[config.mk]
export PLATFORM = sky130hd
export DESIGN_NAME = adcc_regs
export DESIGN_NICKNAME = d
export VERILOG_FILES = /design/src/core/adcc_pkg.sv /design/src/core/adcc_regs.sv
export VERILOG_INCLUDE_DIRS = /design/src /design/src/core
export SDC_FILE = /design/constraint.sdc
export NUM_CORES = 1
export LEC_CHECK = 0
export BUFFER_PORTS_ARGS = -buffer_cell sky130_fd_sc_hd__buf_4
export CORE_AREA = 2 2 80 82
export CTS_CLUSTER_SIZE = 10
export DETAILED_ROUTE_END_ITERATION = 6
export DIE_AREA = 0 0 82 84
export GPL_TIMING_DRIVEN = 0
export HOLD_SLACK_MARGIN = 0.12
export PLACE_DENSITY = 0.78
export RECOVER_POWER = 50
export SYNTH_ARGS = -nofsm -noshare
export SYNTH_HDL_FRONTEND = slang
export SYNTH_SLANG_ARGS = --single-unit
[constraint.sdc]
create_clock -name REF_CLK_I -period 2.2 [get_ports REF_CLK_I]
set_input_delay 0.22 -clock REF_CLK_I [delete_from_list [all_inputs] [get_ports REF_CLK_I]]
set_output_delay 0.22 -clock REF_CLK_I [all_outputs]
set_load 0.02 [all_outputs]
[src/core/adcc_consts.svh]
// Operation
// interrupts disabled: flag set per conversion, only the first in continuous mode
// writing status/control or reading result clears the completion flag
// interrupts enabled: flag bit reads back the pending converter request
// reset clears completion flag, interrupt enable and continuous bit
// interrupt enable set raises a request at each conversion end, else none
// reading result or writing status/control drops the request
// continuous bit repeats conversions; clear gives exactly one conversion
// channel codes 0-7 pick port B inputs, 8-14 pick port D inputs
// code 29 routes high reference, code 30 routes low reference
// all-ones channel code powers the converter down
// codes 15-26 and 28 give undefined results, 27 is reserved
// software waits one conversion after leaving power down
// one 8-bit result register loaded at every conversion end
// 3-bit prescaler divides by 1, 2, 4, 8, or 16 when top bit set
// source bit one picks bus clock, zero oscillator; reset picks oscillator
// software aims the converter clock near 1 MHz
// software leaves clock settings alone during a conversion
// status/control write starts a 16 to 17 converter-clock conversion
`ifndef ADCC_CONSTS_SVH
`define ADCC_CONSTS_SVH
`define ADCC_SCR_ADDR   8'h38
`define ADCC_RES_ADDR   8'h3C
`define ADCC_CLK_ADDR   8'h40
`define ADCC_SCR_FLAG   7
`define ADCC_SCR_INTERRUPT_ENABLE_BIT   6
`define ADCC_SCR_CONTINUOUS_BIT   5
`define ADCC_CLK_SRC    4
`define ADCC_SCR_RST    8'h1F
`define ADCC_CLK_RST    8'h00
`define ADCC_CH_PWR     5'h1F
`define ADCC_CH_HREF    5'h1D
`define ADCC_CH_LREF    5'h1E
`define ADCC_CH_PORTD   5'h08
`define ADCC_CH_LAST    5'h0E
`define ADCC_CONV_TICKS 4'hF
`endif

[src/core/adcc_pkg.sv]
`default_nettype none
package adcc_pkg;
  typedef enum logic [2:0] {
    ST_IDLE = 3'b001,
    ST_SYNC = 3'b010,
    ST_CONV = 3'b100
  } state_type;
  typedef struct packed {
    logic       interrupt_enable_bit;
    logic       continuous_bit;
    logic [4:0] chan;
  } scr_type;
  typedef struct packed {
    logic [2:0] presc;
    logic       src;
  } clk_type;
endpackage
`default_nettype wire

[src/core/adcc_regs.sv]
// The implementer's own choice: the Wishbone register port.
`include "adcc_consts.svh"
`default_nettype none
module adcc_regs (
  // clock and reset
  input  wire logic        REF_CLK_I,
  input  wire logic        RST_I,
  // wishbone slave
  input  wire logic        WB_CYC_I,
  input  wire logic        WB_STB_I,
  input  wire logic        WB_WE_I,
  input  wire logic [7:0]  WB_ADR_I,
  input  wire logic [3:0]  WB_SEL_I,
  input  wire logic [31:0] WB_DAT_I,
  output logic      [31:0] WB_DAT_O,
  output logic             WB_ACK_O,
  // analog core
  input  wire logic        OSC_CLK_I,
  input  wire logic [7:0]  ANA_DATA_I,
  output logic             ANA_STEP_O,
  output logic             ANA_BUSY_O,
  output logic             ANA_PWR_DOWN_O,
  output logic             ANA_REF_HIGH_O,
  output logic             ANA_REF_LOW_O,
  output logic      [7:0]  PORT_B_SEL_O,
  output logic      [6:0]  PORT_D_SEL_O,
  // converter request
  output logic             ADC_IRQ_O
);

  adcc_pkg::scr_type   scr_reg;
  adcc_pkg::clk_type   clk_reg;
  adcc_pkg::state_type state_reg;
  logic       flag_reg;
  logic       irq_reg;
  logic       first_reg;
  logic       ack_reg;
  logic [7:0] result_reg;
  logic [3:0] div_cnt_reg;
  logic [3:0] step_reg;
  logic       osc_prev_reg;
  logic [7:0] rd_data;
  logic       req;
  logic       wr_scr;
  logic       wr_clk;
  logic       rd_res;
  logic       src_tick;
  logic       adc_tick;
  logic       done;
  logic       clr;
  logic [3:0] div_max;
  // reset image of the clock register, sliced below for its upper nibble
  localparam logic [7:0] clk_rst_val = `ADCC_CLK_RST;

  function automatic logic hit(input logic [7:0] adr, input logic [7:0] off);
    hit = (adr == off);
  endfunction

  // terminal count of the prescaler for a field value
  function automatic logic [3:0] div_last(input logic [2:0] p);
    unique case (p)
      3'b000:  div_last = 4'h0;
      3'b001:  div_last = 4'h1;
      3'b010:  div_last = 4'h3;
      3'b011:  div_last = 4'h7;
      default: div_last = 4'hF;
    endcase
  endfunction

  assign req    = WB_CYC_I & WB_STB_I & ~ack_reg;
  assign wr_scr = req & WB_WE_I & WB_SEL_I[0] & hit(WB_ADR_I, `ADCC_SCR_ADDR);
  assign wr_clk = req & WB_WE_I & WB_SEL_I[0] & hit(WB_ADR_I, `ADCC_CLK_ADDR);
  assign rd_res = req & ~WB_WE_I & hit(WB_ADR_I, `ADCC_RES_ADDR);
  assign clr    = wr_scr | rd_res;

  always_comb begin
    rd_data = 8'h00;
    if (hit(WB_ADR_I, `ADCC_SCR_ADDR)) begin
      // flag bit shows pending request while interrupts are on
      rd_data = {scr_reg.interrupt_enable_bit ? irq_reg : flag_reg, scr_reg};
    end else if (hit(WB_ADR_I, `ADCC_RES_ADDR)) begin
      rd_data = result_reg;
    end else if (hit(WB_ADR_I, `ADCC_CLK_ADDR)) begin
      rd_data = {clk_reg, 4'h0};
    end
  end

  // one wait state; unmapped addresses are acked with zero data
  always_ff @(posedge REF_CLK_I) begin
    if (RST_I) begin
      ack_reg  <= 1'b0;
      WB_DAT_O <= 32'h0000_0000;
    end else begin
      ack_reg  <= req;
      WB_DAT_O <= req ? {24'h00_0000, rd_data} : 32'h0000_0000;
    end
  end
  assign WB_ACK_O = ack_reg;

  always_ff @(posedge REF_CLK_I) begin
    if (RST_I) begin
      scr_reg <= adcc_pkg::scr_type'(7'(`ADCC_SCR_RST));
    end else if (wr_scr) begin
      scr_reg <= adcc_pkg::scr_type'(WB_DAT_I[6:0]);
    end
  end

  // no interlock against changes mid-conversion; software keeps off
  always_ff @(posedge REF_CLK_I) begin
    if (RST_I) begin
      clk_reg <= adcc_pkg::clk_type'(clk_rst_val[7:4]);
    end else if (wr_clk) begin
      clk_reg <= adcc_pkg::clk_type'(WB_DAT_I[7:4]);
    end
  end

  // oscillator input is sampled, so it must run below half the bus rate
  always_ff @(posedge REF_CLK_I) begin
    if (RST_I) begin
      osc_prev_reg <= 1'b0;
    end else begin
      osc_prev_reg <= OSC_CLK_I;
    end
  end
  assign src_tick = clk_reg.src | (OSC_CLK_I & ~osc_prev_reg);
  assign div_max  = div_last(clk_reg.presc);
  assign adc_tick = src_tick & (div_cnt_reg >= div_max);

  always_ff @(posedge REF_CLK_I) begin
    if (RST_I) begin
      div_cnt_reg <= 4'h0;
    end else if (src_tick) begin
      div_cnt_reg <= adc_tick ? 4'h0 : div_cnt_reg + 4'h1;
    end
  end

  assign done = (state_reg == adcc_pkg::ST_CONV) & adc_tick
              & (step_reg == `ADCC_CONV_TICKS);

  // first tick aligns to the converter clock, giving 16 to 17 periods
  always_ff @(posedge REF_CLK_I) begin
    if (RST_I) begin
      state_reg <= adcc_pkg::ST_IDLE;
      step_reg  <= 4'h0;
    end else if (wr_scr) begin
      step_reg  <= 4'h0;
      if (WB_DAT_I[4:0] == `ADCC_CH_PWR) begin
        state_reg <= adcc_pkg::ST_IDLE;
      end else begin
        state_reg <= adcc_pkg::ST_SYNC;
      end
    end else begin
      unique case (state_reg)
        adcc_pkg::ST_IDLE: begin
          step_reg <= 4'h0;
        end
        adcc_pkg::ST_SYNC: begin
          if (adc_tick) begin
            state_reg <= adcc_pkg::ST_CONV;
          end
        end
        adcc_pkg::ST_CONV: begin
          if (adc_tick) begin
            step_reg <= step_reg + 4'h1;
            if (done && !scr_reg.continuous_bit) begin
              state_reg <= adcc_pkg::ST_IDLE;
            end
          end
        end
      endcase
    end
  end

  always_ff @(posedge REF_CLK_I) begin
    if (RST_I) begin
      result_reg <= 8'h00;
    end else if (done) begin
      result_reg <= ANA_DATA_I;
    end
  end

  always_ff @(posedge REF_CLK_I) begin
    if (RST_I) begin
      first_reg <= 1'b0;
    end else if (wr_scr) begin
      first_reg <= 1'b1;
    end else if (done) begin
      first_reg <= 1'b0;
    end
  end

  // set wins over a clear arriving in the same cycle
  always_ff @(posedge REF_CLK_I) begin
    if (RST_I) begin
      flag_reg <= 1'b0;
    end else if (done && !scr_reg.interrupt_enable_bit && first_reg) begin
      flag_reg <= 1'b1;
    end else if (clr) begin
      flag_reg <= 1'b0;
    end
  end

  always_ff @(posedge REF_CLK_I) begin
    if (RST_I) begin
      irq_reg <= 1'b0;
    end else if (done && scr_reg.interrupt_enable_bit) begin
      irq_reg <= 1'b1;
    end else if (clr) begin
      irq_reg <= 1'b0;
    end
  end
  assign ADC_IRQ_O = irq_reg;

  always_ff @(posedge REF_CLK_I) begin
    if (RST_I) begin
      ANA_STEP_O <= 1'b0;
      ANA_BUSY_O <= 1'b0;
    end else begin
      ANA_STEP_O <= (state_reg == adcc_pkg::ST_CONV) & adc_tick;
      ANA_BUSY_O <= (state_reg != adcc_pkg::ST_IDLE);
    end
  end

  // unused and reserved codes select nothing; result is undefined
  always_ff @(posedge REF_CLK_I) begin
    if (RST_I) begin
      ANA_PWR_DOWN_O <= 1'b1;
      ANA_REF_HIGH_O <= 1'b0;
      ANA_REF_LOW_O  <= 1'b0;
    end else begin
      ANA_PWR_DOWN_O <= (scr_reg.chan == `ADCC_CH_PWR);
      ANA_REF_HIGH_O <= (scr_reg.chan == `ADCC_CH_HREF);
      ANA_REF_LOW_O  <= (scr_reg.chan == `ADCC_CH_LREF);
    end
  end

  genvar g;
  generate
    for (g = 0; g < 8; g++) begin : g_port_b
      always_ff @(posedge REF_CLK_I) begin
        if (RST_I) begin
          PORT_B_SEL_O[g] <= 1'b0;
        end else begin
          PORT_B_SEL_O[g] <= (scr_reg.chan == 5'(g));
        end
      end
    end
    for (g = 0; g < 7; g++) begin : g_port_d
      always_ff @(posedge REF_CLK_I) begin
        if (RST_I) begin
          PORT_D_SEL_O[g] <= 1'b0;
        end else begin
          PORT_D_SEL_O[g] <= (scr_reg.chan == 5'(g + 8));
        end
      end
    end
  endgenerate
endmodule
`default_nettype wire

# Yosys cells after proc, flatten, opt, wreduce, memory -nomap -nowiden
# Index checks and enable logic that the tools add are counted.
dict set report classes {
  add_sub_neg 2
  order_cmp 1
  n_eq_ne 33
  n_mux 19
  bitwise_logic 18
  reduce_logical 17
}
# op n
set ops {}
lappend ops {{== test 5 x 4 -> 1 bit, second input constant} 7}
lappend ops {{2-to-1 mux 8 bit} 3}
lappend ops {{== test 5 x 3 -> 1 bit, second input constant} 4}
lappend ops {{== test 5 bit, second input constant} 4}
lappend ops {{== test 8 x 6 -> 1 bit, second input constant} 2}
lappend ops {{one-hot mux 4 bit (4 select lines)} 1}
lappend ops {{bitwise AND 1 bit} 12}
lappend ops {{2-to-1 mux 3 bit} 4}
lappend ops {{== test 5 x 2 -> 1 bit, second input constant} 2}
lappend ops {{== test 3 x 2 -> 1 bit, second input constant} 3}
lappend ops {{adder 4 x 1 -> 4 bit, second input constant} 2}
lappend ops {{== test 8 x 7 -> 1 bit, second input constant} 1}
lappend ops {{2-to-1 mux 4 bit} 2}
lappend ops {{one-hot mux 4 bit (2 select lines)} 1}
lappend ops {{nonzero test 2 bit} 4}
lappend ops {{== test 3 x 1 -> 1 bit, second input constant} 2}
lappend ops {{2-to-1 mux 1 bit} 6}
lappend ops {{inequality test 3 bit, second input constant} 2}
lappend ops {{one-hot mux 3 bit (2 select lines)} 1}
lappend ops {{== test 5 x 1 -> 1 bit, second input constant} 1}
lappend ops {{zero test 5 bit} 1}
lappend ops {{== test 4 bit, second input constant} 1}
lappend ops {{greater-or-equal comparator 4 bit} 1}
lappend ops {{logical AND 1 bit} 4}
lappend ops {{13 further kinds} 19}
dict set report totals {
  regBits 87
  inputBits 58
  wordCells 126
}

# Logic depth before layout (Yosys ltp)
dict set report depth {
  depth_word 11
  depth_mapped 7
  depth_no_buf 6
}

# Worst setup path before layout
# OpenSTA, ideal clock, no wires.
dict set report synth_timing {
  path_kind {reg2reg}
  start {reg clk_reg[3] (netlist name)}
  end {reg step_reg[3]}
  setup_ns 0.070
  arrival_ns 1.996
  path_slack_ns 0.134
  path_stages_with_launch 8
  path_buffers 1
  cell_sequence {dfxtp_1 or3_1 ha_1 nor2b_1 o21a_1 buf_2 or4_1 a21oi_1}
}
dict set report synth_via {
  elab_chain_len 6
  word_cells_on_any_way 9
}
# item line_no
set synth_rtl {}
lappend synth_rtl {{start, declared} adcc_regs.sv:32} ;# adcc_pkg::clk_type clk_reg;
lappend synth_rtl {{start signal, assigned} adcc_regs.sv:111} ;# clk_reg <= adcc_pkg::clk_type'(clk_rst_val[7:4]);
lappend synth_rtl {{start signal, assigned} adcc_regs.sv:113} ;# clk_reg <= adcc_pkg::clk_type'(WB_DAT_I[7:4]);
lappend synth_rtl {{== test 3 x 2 -> 1 bit, or another cell as far along} adcc_regs.sv:61} ;# unique case (p)
lappend synth_rtl {{one-hot mux 4 bit (4 select lines) *} adcc_regs.sv:61}
lappend synth_rtl {{greater-or-equal comparator 4 bit *} adcc_regs.sv:127} ;# assign adc_tick = src_tick & (div_cnt_reg >= div_max);
lappend synth_rtl {{bitwise AND 1 bit *} adcc_regs.sv:127}
lappend synth_rtl {{inequality test 2 bit (no source line) *} n/a}
lappend synth_rtl {{AND reduction 2 bit (no source line) *} n/a}
lappend synth_rtl {{end signal, assigned} adcc_regs.sv:164} ;# step_reg <= step_reg + 4'h1;
lappend synth_rtl {{end, declared} adcc_regs.sv:40} ;# logic [3:0] step_reg;
# Mark *: on every way between the ends. The rest lies on a longest branch, timed or not.
# A chain may end at the register's enable or synchronous reset.

# Worst setup path after layout
dict set report layout_timing {
  start {reg clk_reg[3] (netlist name)}
  end {reg result_reg[4]}
}
dict set report layout_via {
  elab_chain_len 6
  word_cells_on_any_way 9
}
# item line_no
set layout_rtl {}
lappend layout_rtl {{== test 3 x 2 -> 1 bit, or another cell as far along} adcc_regs.sv:61}
lappend layout_rtl {{one-hot mux 4 bit (4 select lines) *} adcc_regs.sv:61}
lappend layout_rtl {{greater-or-equal comparator 4 bit *} adcc_regs.sv:127}
lappend layout_rtl {{bitwise AND 1 bit *} adcc_regs.sv:127}
lappend layout_rtl {{bitwise AND 1 bit * (2 in a row)} adcc_regs.sv:137} ;# assign done = (state_reg == adcc_pkg::ST_CONV) & adc_tick
lappend layout_rtl {{end signal, assigned} adcc_regs.sv:176} ;# result_reg <= 8'h00;
lappend layout_rtl {{end signal, assigned} adcc_regs.sv:178} ;# result_reg <= ANA_DATA_I;
lappend layout_rtl {{end, declared} adcc_regs.sv:38} ;# logic [7:0] result_reg;
# Marks and branches as above.

==> impl_metrics.tcl <==
set metrics [dict create \
    core-area_um2 6100 \
    hold_path.startpoint "WB_DAT_I[5]" \
    area_delta_synth_final_pct 29.2 \
    timing.fmax_mhz 464 \
    cts_buffers 9 \
    slew_violations 0 \
    nets 477 \
    cp-start-kind "flop" \
    netlist_instances 309 \
    grt_pass1_wl_um 10600 \
    synth-seq-cells 63 \
    num_rows 29 \
    netlist_area_um2 2830 \
    peakVddDrop_mv 0.351 \
    ant_nets 0 \
    fp.dieH_um 84 \
    cts_tree "done" \
    crit_family "simple AND/OR/NAND/NOR gates" \
    timing.final.crit_share_pct 97.9 \
    start_util_pct 46.4 \
    p_leak_nw 1.54 \
    worstPathCellList "or3_1 > ha_1 > nor2b_1 > o21a_2 > nor4_4 > buf_4 > mux2i_1" \
    fp.dieArea_um2 6890 \
    overflow 0 \
    power_mw 2.29 \
    hold_slack_ns 0.123 \
    path_buf_inv 1 \
    vias 2487 \
    route.detailed.drc 0 \
    rr_worst_depth 7 \
    diodes 0 \
    cts.sinks 63 \
    first_global_vias 2302 \
    grt_usage_pct 20.3 \
    p_per_area_nw_per_um2 625 \
    cp_max_fo 6 \
    cp_slowest_stage_delay_ns 0.38 \
    htree_levels 3 \
    crit_path_end_kind "flop" \
    required_ns 2.48 \
    synth-main-ff-cell "dfxtp_1" \
    maxSlewHeadroom_pct 58.5 \
    critPathKind "reg -> reg" \
    drv_cap 0 \
    timing.rr.end "result_reg[4]$_SDFFE_PP0P_" \
    worstHoldEndpoint "scr_reg[5]$_SDFFE_PP0P_" \
    drtIter0Drc 149 \
    antenna_found_initial 0 \
    min_period_ns 2.15 \
    yosys_warnings 0 \
    syn_avg_cell_area_um2 9.16 \
    r2r_setup_slack_ns 0.05 \
    synthDistinctLibCells 55 \
    routedWlPerCell_um 13.5 \
    grt_max_degree 14 \
    synth-async-reset-ratio_pct 0 \
    place.gp.congestion 0.868 \
    dp_hpwl_um 4760 \
    hold_depth 3 \
    cp_slowest_cell "or3_1" \
    regToRegStartpoint "clk_reg[3]$_SDFFE_PP0P_" \
    wirelength_um 6680 \
    portBuffers 58 \
    clkLatencyLatePin_ns 0.35 \
    drt_first_pass_iters 5 \
    ios 112 \
    clk_pin_slew_worst_paths_ns 0.08 \
    cts_setup_buffers 0 \
    fin_skew_ns 0.00982 \
    arrival_ns 2.43 \
    layout_commonest_cell "dfxtp_1" \
    via_per_inst 5.02 \
    final_cell_mix "dfxtp_1 (62), buf_4 (53), clkbuf_1 (35), nand2_1 (34), nor2_1 (27)" \
    drive_above_1_share_pct 22.0 \
    clk_path_buf_depth 2 \
    die_w_um 82 \
    worstHoldPathType "in -> reg" \
    ys_seq_area_share_pct 44.6 \
    setup_viol 0 \
    tightest_slew_ns 0.606 \
    clock-root-buffer "clkbuf_8" \
    hold_viol_final 0 \
    outcome "completed" \
    synth_edf_count 0 \
]
==> logic make-up (layout without fill, tap and decap cells) <==
group,count (synthesis),count (layout),share of synthesized area [%]
other,1,24,0.133
DFF,63,63,44.6
and+or+nand+nor,119,119,22.8
xor gates and xnor gates,2,2,0.619
adders and majority gates,6,6,2.65
buffers and inverters,47,133,10.9
muxes,20,20,7.12
AOI/OAI and AO/OA,51,51,11.2
==> worst max path at each step <==
stage / start / slack [ns] / depth (start not counted) / end
after floorplan: clk_reg[3]$_SDFFE_PP0P_ / 0.13 / 7 / step_reg[3]$_SDFFE_PP0P_
after global placement: clk_reg[3]$_SDFFE_PP0P_ / 0.01 / 7 / step_reg[3]$_SDFFE_PP0P_
after detailed placement: clk_reg[3]$_SDFFE_PP0P_ / -0.03 / 7 / div_cnt_reg[0]$_SDFFE_PP0P_
after CTS: clk_reg[3]$_SDFFE_PP0P_ / 0.01 / 7 / step_reg[3]$_SDFFE_PP0P_
after global routing: clk_reg[3]$_SDFFE_PP0P_ / -0.002 / 7 / result_reg[4]$_SDFFE_PP0P_
final: clk_reg[3]$_SDFFE_PP0P_ / 0.05 / 7 / result_reg[4]$_SDFFE_PP0P_
==> cell type report <==
type                    count  area [um2]
inverters                   9        33.8
well taps                  77        96.3
repair buffers             70         440
flip-flops and latches     63        1260
clock inverters             7        55.1
clock buffers               9         124
fillers                   569        2440
plain buffers              38         280
multi-input cells         222        1360
==> tightest hold or removal path, stage by stage <==
cell     delay [ns]
buf_4          0.09
mux2i_1        0.06
nor2_1         0.07
==> synth_stat cells (2+ instances only) <==
| library cell | count | area (um2) |
|---|---|---|
| dfxtp_1 | 63 | 1260 |
| nand2_1 | 34 | 128 |
| nor2_1 | 27 | 101 |
| buf_4 | 24 | 180 |
| a21oi_1 | 21 | 105 |
| mux2i_1 | 19 | 190 |
| nor3_1 | 10 | 50.1 |
| inv_1 | 9 | 33.8 |
| nand3_1 | 9 | 45.0 |
| ha_1 | 6 | 75.1 |
| o21ai_0 | 6 | 30.0 |
| buf_2 | 5 | 25.0 |
| clkbuf_1 | 5 | 18.8 |
| nand2b_1 | 4 | 25.0 |
| nor4_1 | 4 | 25.0 |
| o21ai_1 | 4 | 20.0 |
| o31ai_1 | 4 | 30.0 |
| or3_1 | 4 | 25.0 |
| a2111oi_0 | 3 | 26.3 |
| o311ai_0 | 3 | 26.3 |
| or4_1 | 3 | 22.5 |
| buf_6 | 2 | 22.5 |
| clkbuf_8 | 2 | 27.5 |
| nand3b_1 | 2 | 15.0 |
| nand4_1 | 2 | 12.5 |
| nor2b_1 | 2 | 12.5 |
| nor3b_1 | 2 | 15.0 |
| o21a_1 | 2 | 15.0 |
| o22ai_1 | 2 | 12.5 |
==> per-layer routing <==
| metal | global-route usage (%) | share of wire, % | up-vias |
|---|---|---|---|
| met5 | 0 | 0 | - |
| li1 | - | - | 1249 |
| met4 | 11.2 | 3.0 | 0 |
| met3 | 4.11 | 4.8 | 17 |
| met2 | 33.0 | 49 | 73 |
| met1 | 24.6 | 43 | 1148 |
==> timing repair <==
action	in CTS	in global routing
endpoints found under the hold margin	10	0
pin swaps	0	2
gates cloned	0	1
hold buffers	11	0
endpoints found under the setup margin	4	6
gates resized for setup	3	8
==> through the flow <==
step	utilization, %	setup slack [ns]	TNS [ns]	instances	area, um2
after global routing	60.0	-0.00246	-0.00246	495	3660
final	60.0	0.0458	0	495	3660
after floorplan	-	0.134	0	332	2920
after global placement	56.5	0.0119	0	467	3450
after detailed placement	56.5	-0.0282	-0.0642	467	3450
after CTS	61.4	0.0130	0	494	3740
==> where the power goes <==
part | internal (mW) | switching (mW)
Combinational | 0.104 | 0.112
Sequential | 1.14 | 0.00239
Clock | 0.419 | 0.507
Note: power is estimated with default switching activity, not from simulation.
